<file path="config.mk">
export PLATFORM = sky130hd
export DESIGN_NAME = dbr_timer
export DESIGN_NICKNAME = d
export VERILOG_FILES = /design/src/logic/dbr_pkg.sv /design/src/logic/dbr_deglitch.sv /design/src/logic/dbr_timer.sv
export SDC_FILE = /design/constraint.sdc
export NUM_CORES = 1
export LEC_CHECK = 0
export ABC_AREA = 1
export BUFFER_PORTS_ARGS = -buffer_cell sky130_fd_sc_hd__buf_2
export CAP_MARGIN = 40
export CORE_MARGIN = 2
export CORE_UTILIZATION = 45
export DETAILED_ROUTE_END_ITERATION = 8
export GPL_TIMING_DRIVEN = 0
export PLACE_DENSITY = 0.61
export REMOVE_ABC_BUFFERS = 1
export SETUP_SLACK_MARGIN = 0.3
export SYNTH_ARGS = -nofsm -noshare
export SYNTH_HDL_FRONTEND = slang
export SYNTH_SLANG_ARGS = --single-unit
</file>
<file path="constraint.sdc">
create_clock -name i_clk -period 10.5 [get_ports i_clk]
set_input_delay 1.575 -clock i_clk [delete_from_list [all_inputs] [get_ports i_clk]]
set_output_delay 1.575 -clock i_clk [all_outputs]
set_load 0.005 [all_outputs]
</file>
<file path="src/logic/dbr_pkg.sv">
// Package: timing constants, output carrier and states for the dual-button reset timer
package dbr_pkg;

  // ----------------------------------------
  // Clock and timing
  // ----------------------------------------
  localparam int unsigned CLK_HZ = 100_000_000;
  localparam int unsigned SETUP_S = 10;        // Build options: 6, 8, 10, 12 s
  localparam int unsigned RESET_MS = 500;      // Build options: 500, 1000, 2000 ms
  localparam int unsigned DEGLITCH_US = 1500;  // Typical deglitch interval, 1.5 ms
  localparam int unsigned TICK_HZ = 1000;      // Time base tick of 1 ms for long counts
  localparam int unsigned TICK_CYC = CLK_HZ / TICK_HZ;
  localparam int unsigned SETUP_TICKS = SETUP_S * TICK_HZ;
  localparam int unsigned RESET_TICKS = RESET_MS * TICK_HZ / 1000;
  localparam int unsigned DEGLITCH_CYC = DEGLITCH_US * (CLK_HZ / 1_000_000);

  // ----------------------------------------
  // Types
  // ----------------------------------------
  typedef enum logic [1:0] {
    DBR_ARMED = 2'b00,
    DBR_PULSE = 2'b01,
    DBR_HOLD  = 2'b10
  } dbr_state_t;

  typedef struct packed {
    logic rst_oe;
    logic and_oe;
  } dbr_drive_t;

endpackage : dbr_pkg

</file>
<file path="src/logic/dbr_deglitch.sv">
// Deglitch filter: level follows input only after it is stable for a full interval
`timescale 1ns/1ps
module dbr_deglitch import dbr_pkg::*; #(
  parameter int unsigned STABLE_CYC = DEGLITCH_CYC,
  parameter int unsigned CW = 24
) (
  input wire logic i_clk,
  input wire logic i_rst,
  input wire logic i_level,
  output logic o_level
);

  logic [CW-1:0] cnt_q;
  logic level_q;

  // ----------------------------------------
  // Stability counter
  // ----------------------------------------
  // Any change shorter than STABLE_CYC restarts the count and is dropped
  always_ff @(posedge i_clk or posedge i_rst) begin
    if (i_rst) begin
      cnt_q <= '0;
    end else if (i_level == level_q) begin
      cnt_q <= '0;
    end else begin
      cnt_q <= cnt_q + 1'b1;
    end
  end

  always_ff @(posedge i_clk or posedge i_rst) begin
    if (i_rst) begin
      level_q <= 1'b1;
    end else if (i_level != level_q && cnt_q == CW'(STABLE_CYC - 1)) begin
      level_q <= i_level;
    end
  end

  assign o_level = level_q;

  a_glitch_ignored: assert property (@(posedge i_clk) disable iff (i_rst)
    (level_q != $past(level_q)) |-> ($past(cnt_q) == CW'(STABLE_CYC - 1)))
    else $error("Filtered level changed before full stable interval");

endmodule : dbr_deglitch

</file>
<file path="src/logic/dbr_timer.sv">
// Top: dual push-button reset timer with deglitched AND output
// ----------------------------------------
// Overview of operation
// - Both low past setup period asserts reset
// - One reset pulse of timeout width
// - Input release during setup clears timer
// - New pulse needs full fresh setup period
// - AND output low after deglitch interval
// - AND output low while both stay low
// - AND releases after deglitched high input
// - Continued hold gives no further pulses
// - Release during pulse does not shorten it
// - Rearm after both high past deglitch
// - Short assertions or releases are ignored, except a release during setup restarts it
// - Input order makes no difference
// - Outputs only pull low, never drive high
// ----------------------------------------
`timescale 1ns/1ps
module dbr_timer import dbr_pkg::*; #(
  parameter int unsigned TICK_CYCLES = TICK_CYC,
  parameter int unsigned SETUP_TICK_CNT = SETUP_TICKS,
  parameter int unsigned RESET_TICK_CNT = RESET_TICKS,
  parameter int unsigned DEGLITCH_CYCLES = DEGLITCH_CYC
) (
  input wire logic i_clk,
  input wire logic i_rst,
  input wire logic i_manual_reset_in_a_n,
  input wire logic i_manual_reset_in_b_n,
  output logic o_reset_n_out,
  output logic o_reset_n_oe,
  output logic o_debounced_and_output_out,
  output logic o_debounced_and_output_oe
);

  // ----------------------------------------
  // Declarations
  // ----------------------------------------
  localparam int TW = 17;
  localparam int PW = 24;
  logic [PW-1:0] pre_q;
  logic tick;
  logic both_low_raw;
  logic both_high_raw;
  logic and_flt_n;
  logic high_flt;
  logic [TW-1:0] setup_q;
  logic [TW-1:0] pulse_q;
  dbr_state_t state_q;
  dbr_drive_t drv;

  // ----------------------------------------
  // Time base
  // ----------------------------------------
  // Long intervals run on a 1 ms tick, keeping the counters narrow
  always_ff @(posedge i_clk or posedge i_rst) begin
    if (i_rst) begin
      pre_q <= '0;
    end else if (pre_q == PW'(TICK_CYCLES - 1)) begin
      pre_q <= '0;
    end else begin
      pre_q <= pre_q + 1'b1;
    end
  end
  assign tick = (pre_q == PW'(TICK_CYCLES - 1));

  // Symmetric combining, so the order of presses is irrelevant
  assign both_low_raw = ~i_manual_reset_in_a_n & ~i_manual_reset_in_b_n;
  assign both_high_raw = i_manual_reset_in_a_n & i_manual_reset_in_b_n;

  // ----------------------------------------
  // Deglitch filters
  // ----------------------------------------
  // AND path: low once both low for the interval, high once either high for it
  dbr_deglitch #(.STABLE_CYC(DEGLITCH_CYCLES), .CW(PW)) u_and_flt (
    .i_clk(i_clk),
    .i_rst(i_rst),
    .i_level(~both_low_raw),
    .o_level(and_flt_n)
  );

  // Rearm path: both high for the interval
  dbr_deglitch #(.STABLE_CYC(DEGLITCH_CYCLES), .CW(PW)) u_rearm_flt (
    .i_clk(i_clk),
    .i_rst(i_rst),
    .i_level(both_high_raw),
    .o_level(high_flt)
  );

  // ----------------------------------------
  // Setup timer
  // ----------------------------------------
  // Counts on raw inputs; a glitch high during setup restarts the count
  always_ff @(posedge i_clk or posedge i_rst) begin
    if (i_rst) begin
      setup_q <= '0;
    end else if (state_q != DBR_ARMED || !both_low_raw) begin
      setup_q <= '0;
    end else if (tick) begin
      setup_q <= setup_q + 1'b1;
    end
  end

  // ----------------------------------------
  // Pulse timer
  // ----------------------------------------
  always_ff @(posedge i_clk or posedge i_rst) begin
    if (i_rst) begin
      pulse_q <= '0;
    end else if (state_q != DBR_PULSE) begin
      pulse_q <= '0;
    end else if (tick) begin
      pulse_q <= pulse_q + 1'b1;
    end
  end

  // ----------------------------------------
  // Sequencer
  // ----------------------------------------
  always_ff @(posedge i_clk or posedge i_rst) begin
    if (i_rst) begin
      state_q <= DBR_ARMED;
    end else begin
      case (state_q)
        DBR_ARMED: begin
          if (both_low_raw && tick && setup_q == TW'(SETUP_TICK_CNT - 1)) begin
            state_q <= DBR_PULSE;
          end
        end
        DBR_PULSE: begin
          // Inputs are ignored here, the pulse always runs full width
          if (tick && pulse_q == TW'(RESET_TICK_CNT - 1)) begin
            state_q <= DBR_HOLD;
          end
        end
        DBR_HOLD: begin
          // Stays here while held low, so no repeat pulses
          if (high_flt) begin
            state_q <= DBR_ARMED;
          end
        end
        default: begin
          state_q <= DBR_ARMED;
        end
      endcase
    end
  end

  // ----------------------------------------
  // Open-drain outputs
  // ----------------------------------------
  // One assignment fills the carrier, so it has a single driver
  assign drv = '{rst_oe: (state_q == DBR_PULSE), and_oe: ~and_flt_n};
  assign o_reset_n_out = 1'b0;
  assign o_debounced_and_output_out = 1'b0;
  assign o_reset_n_oe = drv.rst_oe;
  assign o_debounced_and_output_oe = drv.and_oe;

  // ----------------------------------------
  // Checks
  // ----------------------------------------
  a_pulse_start: assert property (@(posedge i_clk) disable iff (i_rst)
    $rose(o_reset_n_oe) |-> $past(both_low_raw) && $past(setup_q) == TW'(SETUP_TICK_CNT - 1))
    else $error("Reset pulse began without a full setup period");

  a_pulse_width: assert property (@(posedge i_clk) disable iff (i_rst)
    $fell(o_reset_n_oe) |-> $past(pulse_q) == TW'(RESET_TICK_CNT - 1) && $past(tick))
    else $error("Reset pulse ended early or late");

  a_setup_clear: assert property (@(posedge i_clk) disable iff (i_rst)
    !both_low_raw |=> setup_q == '0)
    else $error("Setup timer not cleared on input release");

  a_no_repeat: assert property (@(posedge i_clk) disable iff (i_rst)
    $fell(o_reset_n_oe) |-> state_q == DBR_HOLD)
    else $error("Sequencer did not wait for rearm after pulse");

  a_pulse_holds: assert property (@(posedge i_clk) disable iff (i_rst)
    (o_reset_n_oe && !(tick && pulse_q == TW'(RESET_TICK_CNT - 1))) |=> o_reset_n_oe)
    else $error("Reset pulse cut short");

  a_rearm_gate: assert property (@(posedge i_clk) disable iff (i_rst)
    ($past(state_q) == DBR_HOLD && state_q == DBR_ARMED) |-> $past(high_flt))
    else $error("Rearmed without deglitched release");

  a_and_follows: assert property (@(posedge i_clk) disable iff (i_rst)
    (o_debounced_and_output_oe && both_low_raw) |=> o_debounced_and_output_oe)
    else $error("AND output released while both inputs low");

  a_never_high: assert property (@(posedge i_clk) disable iff (i_rst)
    !o_reset_n_out && !o_debounced_and_output_out)
    else $error("Open-drain output driven high");

  // ----------------------------------------
  // Check helpers
  // ----------------------------------------
  // Run lengths of the raw condition; they saturate so long holds never wrap
  logic [PW-1:0] low_run_q;
  logic [PW-1:0] rel_run_q;

  always_ff @(posedge i_clk or posedge i_rst) begin
    if (i_rst) begin
      low_run_q <= '0;
    end else if (!both_low_raw) begin
      low_run_q <= '0;
    end else if (low_run_q != '1) begin
      low_run_q <= low_run_q + 1'b1;
    end
  end

  always_ff @(posedge i_clk or posedge i_rst) begin
    if (i_rst) begin
      rel_run_q <= '0;
    end else if (both_low_raw) begin
      rel_run_q <= '0;
    end else if (rel_run_q != '1) begin
      rel_run_q <= rel_run_q + 1'b1;
    end
  end

  a_setup_step: assert property (@(posedge i_clk) disable iff (i_rst)
    (setup_q != '0) |-> $past(both_low_raw) && $past(state_q) == DBR_ARMED &&
      (setup_q == $past(setup_q) || (setup_q == $past(setup_q) + TW'(1) && $past(tick))))
    else $error("Setup timer moved without a continuous both-low hold");

  a_and_assert: assert property (@(posedge i_clk) disable iff (i_rst)
    $rose(o_debounced_and_output_oe) |-> low_run_q >= PW'(DEGLITCH_CYCLES))
    else $error("AND output asserted before a full deglitch interval");

  a_and_release: assert property (@(posedge i_clk) disable iff (i_rst)
    $fell(o_debounced_and_output_oe) |-> rel_run_q >= PW'(DEGLITCH_CYCLES))
    else $error("AND output released before a full deglitch interval");

  a_pulse_on_tick: assert property (@(posedge i_clk) disable iff (i_rst)
    $rose(o_reset_n_oe) |-> $past(tick))
    else $error("Reset pulse began off the time base tick");

endmodule : dbr_timer

</file>
==> results.md <==
* Clk_lat worst skew at 360 ps
* Clock transition at path regs at 70 ps
* HPWL after detailed placement at 10.56 mm
* Placer congestion estimate at 0.8279
* #FFs+latches synth at 110
* Hold_sp: state_q[0]
* Vias at 5688
* Synth Instances at 936
* PortBufs at 5
* Hold Slack at 472.3 ps
* Crit path from: state_q[0]
* Max transition margin at 0.5210
* Antenna violations before repair at 0
* Largest cells by area after synthesis: dfrtp_1 41%, nand2_1 14%, nor2_1 11%
* Power per cell area at 111.7 nW/um^2
* Bufs and invs on worst path at 2
* Number of vias per cell at 5.029
* GR Util All Layers at 0.1908
* Hold Vio Cnt, Final at 0
* Register area at 2755 sq um
* Post-synth ARST share at 1.000
* WL/cell at 12.72 um
* Drt drc at 0
* Mapped Area at 6668 sq um
* Yosys cell types at 37
* Hold buffer count at cts at 0
* Vias in the first global route at 5249
* VDD IR max at 0.07886 mV
* Root Driver: clkbuf_16
* Global route total overflow at 0
* Slowest cell on crit path: nor2_4
* Crit path required time at 8930 ps
* Ant diodes at 0
* Core area at 14480 sq um
* Worst-case clock buffer depth at 2
* Tcrit/Tclk final at 0.3063
* Slew Viols, Final at 0
* Share of Yosys cell area claimed by the top area cell type at 0.4053
* CP top delay family: simple AND/OR/NAND/NOR gates
* Sequential element share of the synthesized area at 0.4132
* Ratio of cells with drive above 1 in the final layout at 0.06969
* Setup repair bufs after CTS at 0
* Multi-input logic area at 3405 sq um
* Num CTS Buffers at 9
* Starting density of the core at 0.4605
* Post-synth top flop: dfrtp_1
* Post-CTS sizing at 0
* Final Util at 0.4954
* Critical Path Start Type: flip-flop
* Reg2Reg Setup Slack at 8380 ps
* Io pins at 8
* Worst path arrival time at 1640 ps
* Number of synthesized flops with an enable pin at 0
* Crit-path cells: inv_1, nor2_4, buf_2
* Clk sinks at 110
* Peak Freq at 0.3110 GHz
* Worst setup EP type: output port
* Yosys warns at 0
* First-pass GRT wire length at 24.87 mm
* Setup CP Type: reg -> out
* Largest net degree at the start of global routing at 66
* Dpl cell area at 6883 sq um
* Clock skew at 6.034 ps
* Status: complete, no violations
* Most instantiated cells after synthesis: 249 x nand2_1, 188 x nor2_1, 108 x dfrtp_1
* Post-DRT Antenna Nets at 0
* Final setup vio count at 0
* Post-synthesis area per instance at 7.124 sq um
* Design area at 7173 sq um
* DRT Pass-1 Iters at 5
* Max incr delay on CP at 560 ps
* 1st-iter DRT viols at 415
* Nets at 951
* DRT Wirelength at 14.38 mm
* TritonCTS clock tree: built
* Min-delay worst type: reg -> reg
* Rows at 44
* Layout area overhead at 7.581%
* Die H at 125.7 um
* RSZ-0062 raised after global routing: false
* Slew @ Worst Pin at 716.9 ps
* Max-cap violations at 0
* H-tree levels at 3
* Area leader, netlist: dfrtp_1
* Lkg Pwr at 3.227 nW
* Dominant cell by count in the synthesized netlist: nand2_1
* Min Tclk post-route at 3216 ps
* Die Wd at 125.7 um
* Worst-path fanout max at 24
* Die area at 15810 sq um
* Reg2reg start: pre_q[0]
* Setup TNS at 0 ps
* Fill cell count at 1503
[final cells by class]
type                       count  share of cell area
clock buffer                  10             0.03332
clock inverter                 6            0.007152
inverter                     110             0.05826
multi-input combinational    703              0.4746
sequential                   110              0.3841
tap                          184             0.03209
timing repair buffer           8             0.01047
[layout by cell type (no fill, tap or decap), drive strengths merged, types with 4 or more instances in the layout]
master,n
a21oi,22
nand2,253
o21ai,21
nor3,31
buf,8
inv,112
ha,5
clkbuf,10
nand3b,4
or2,4
xnor2,8
xor2,31
nand3,81
nand4,32
nor2,192
o21bai,7
dfrtp,108
[through the flow]
step | setup slack [ps] | instances | power (mW)
after detailed placement | 7045 | 1115 | 0.4763
after global placement | 4614 | 1112 | 0.4738
after CTS | 7250 | 1131 | 0.8158
after global routing | 7174 | 1131 | 0.8385
final | 7284 | 1131 | 0.8010
after floorplan | 6026 | 923 | 0.4647
[path summary, 6_finish.rpt]
| path | end | cells after the start |
|---|---|---|
| max in group asynchronous | u_rearm_flt.o_level | 3 |
| min | state_q[0] | 1 |
| min in group asynchronous | pre_q[2] | 2 |
| max | o_reset_n_oe | 3 |
| max reg2reg | pulse_q[14] | 8 |
| min reg2reg | state_q[0] | 1 |
[flip-flops by register name (all words and copies together), names as in the netlist]
register,count
pre_q,24
pulse_q,17
u_rearm_flt.o_level,1
state_q,2
u_and_flt.cnt_q,24
u_rearm_flt.cnt_q,24
u_and_flt.o_level,1
setup_q,17
[per-layer routing]
| metal | global-route usage | up-vias | wire (um) |
|---|---|---|---|
| met5 | 0 | - | 0 |
| met4 | 0.04967 | 0 | 158 |
| met3 | 0.04333 | 12 | 357 |
| met2 | 0.3091 | 55 | 6801 |
| met1 | 0.2600 | 2640 | 7064 |
| li1 | - | 2981 | - |
[cells by family after synthesis]
group / count (synthesis) / synth area share
AND/OR/NAND/NOR: 600 / 0.4012
other: 1 / 0.0005624
flip-flops: 110 / 0.4132
buffers and inverters: 124 / 0.07675
AO/OA/AOI/OAI: 57 / 0.04766
adder cells (fa/ha/maj): 5 / 0.009383
XOR/XNOR: 39 / 0.05123
[power by group]
group	internal (mW)	leakage, nW	switching [mW]	total, mW
clock network	0.171	0.140	0.164	0.335
registers	0.429	1.51	0.00590	0.435
logic	0.00907	1.58	0.0228	0.0319
total	0.609	3.23	0.192	0.801
(Power assumes the default switching activity.)
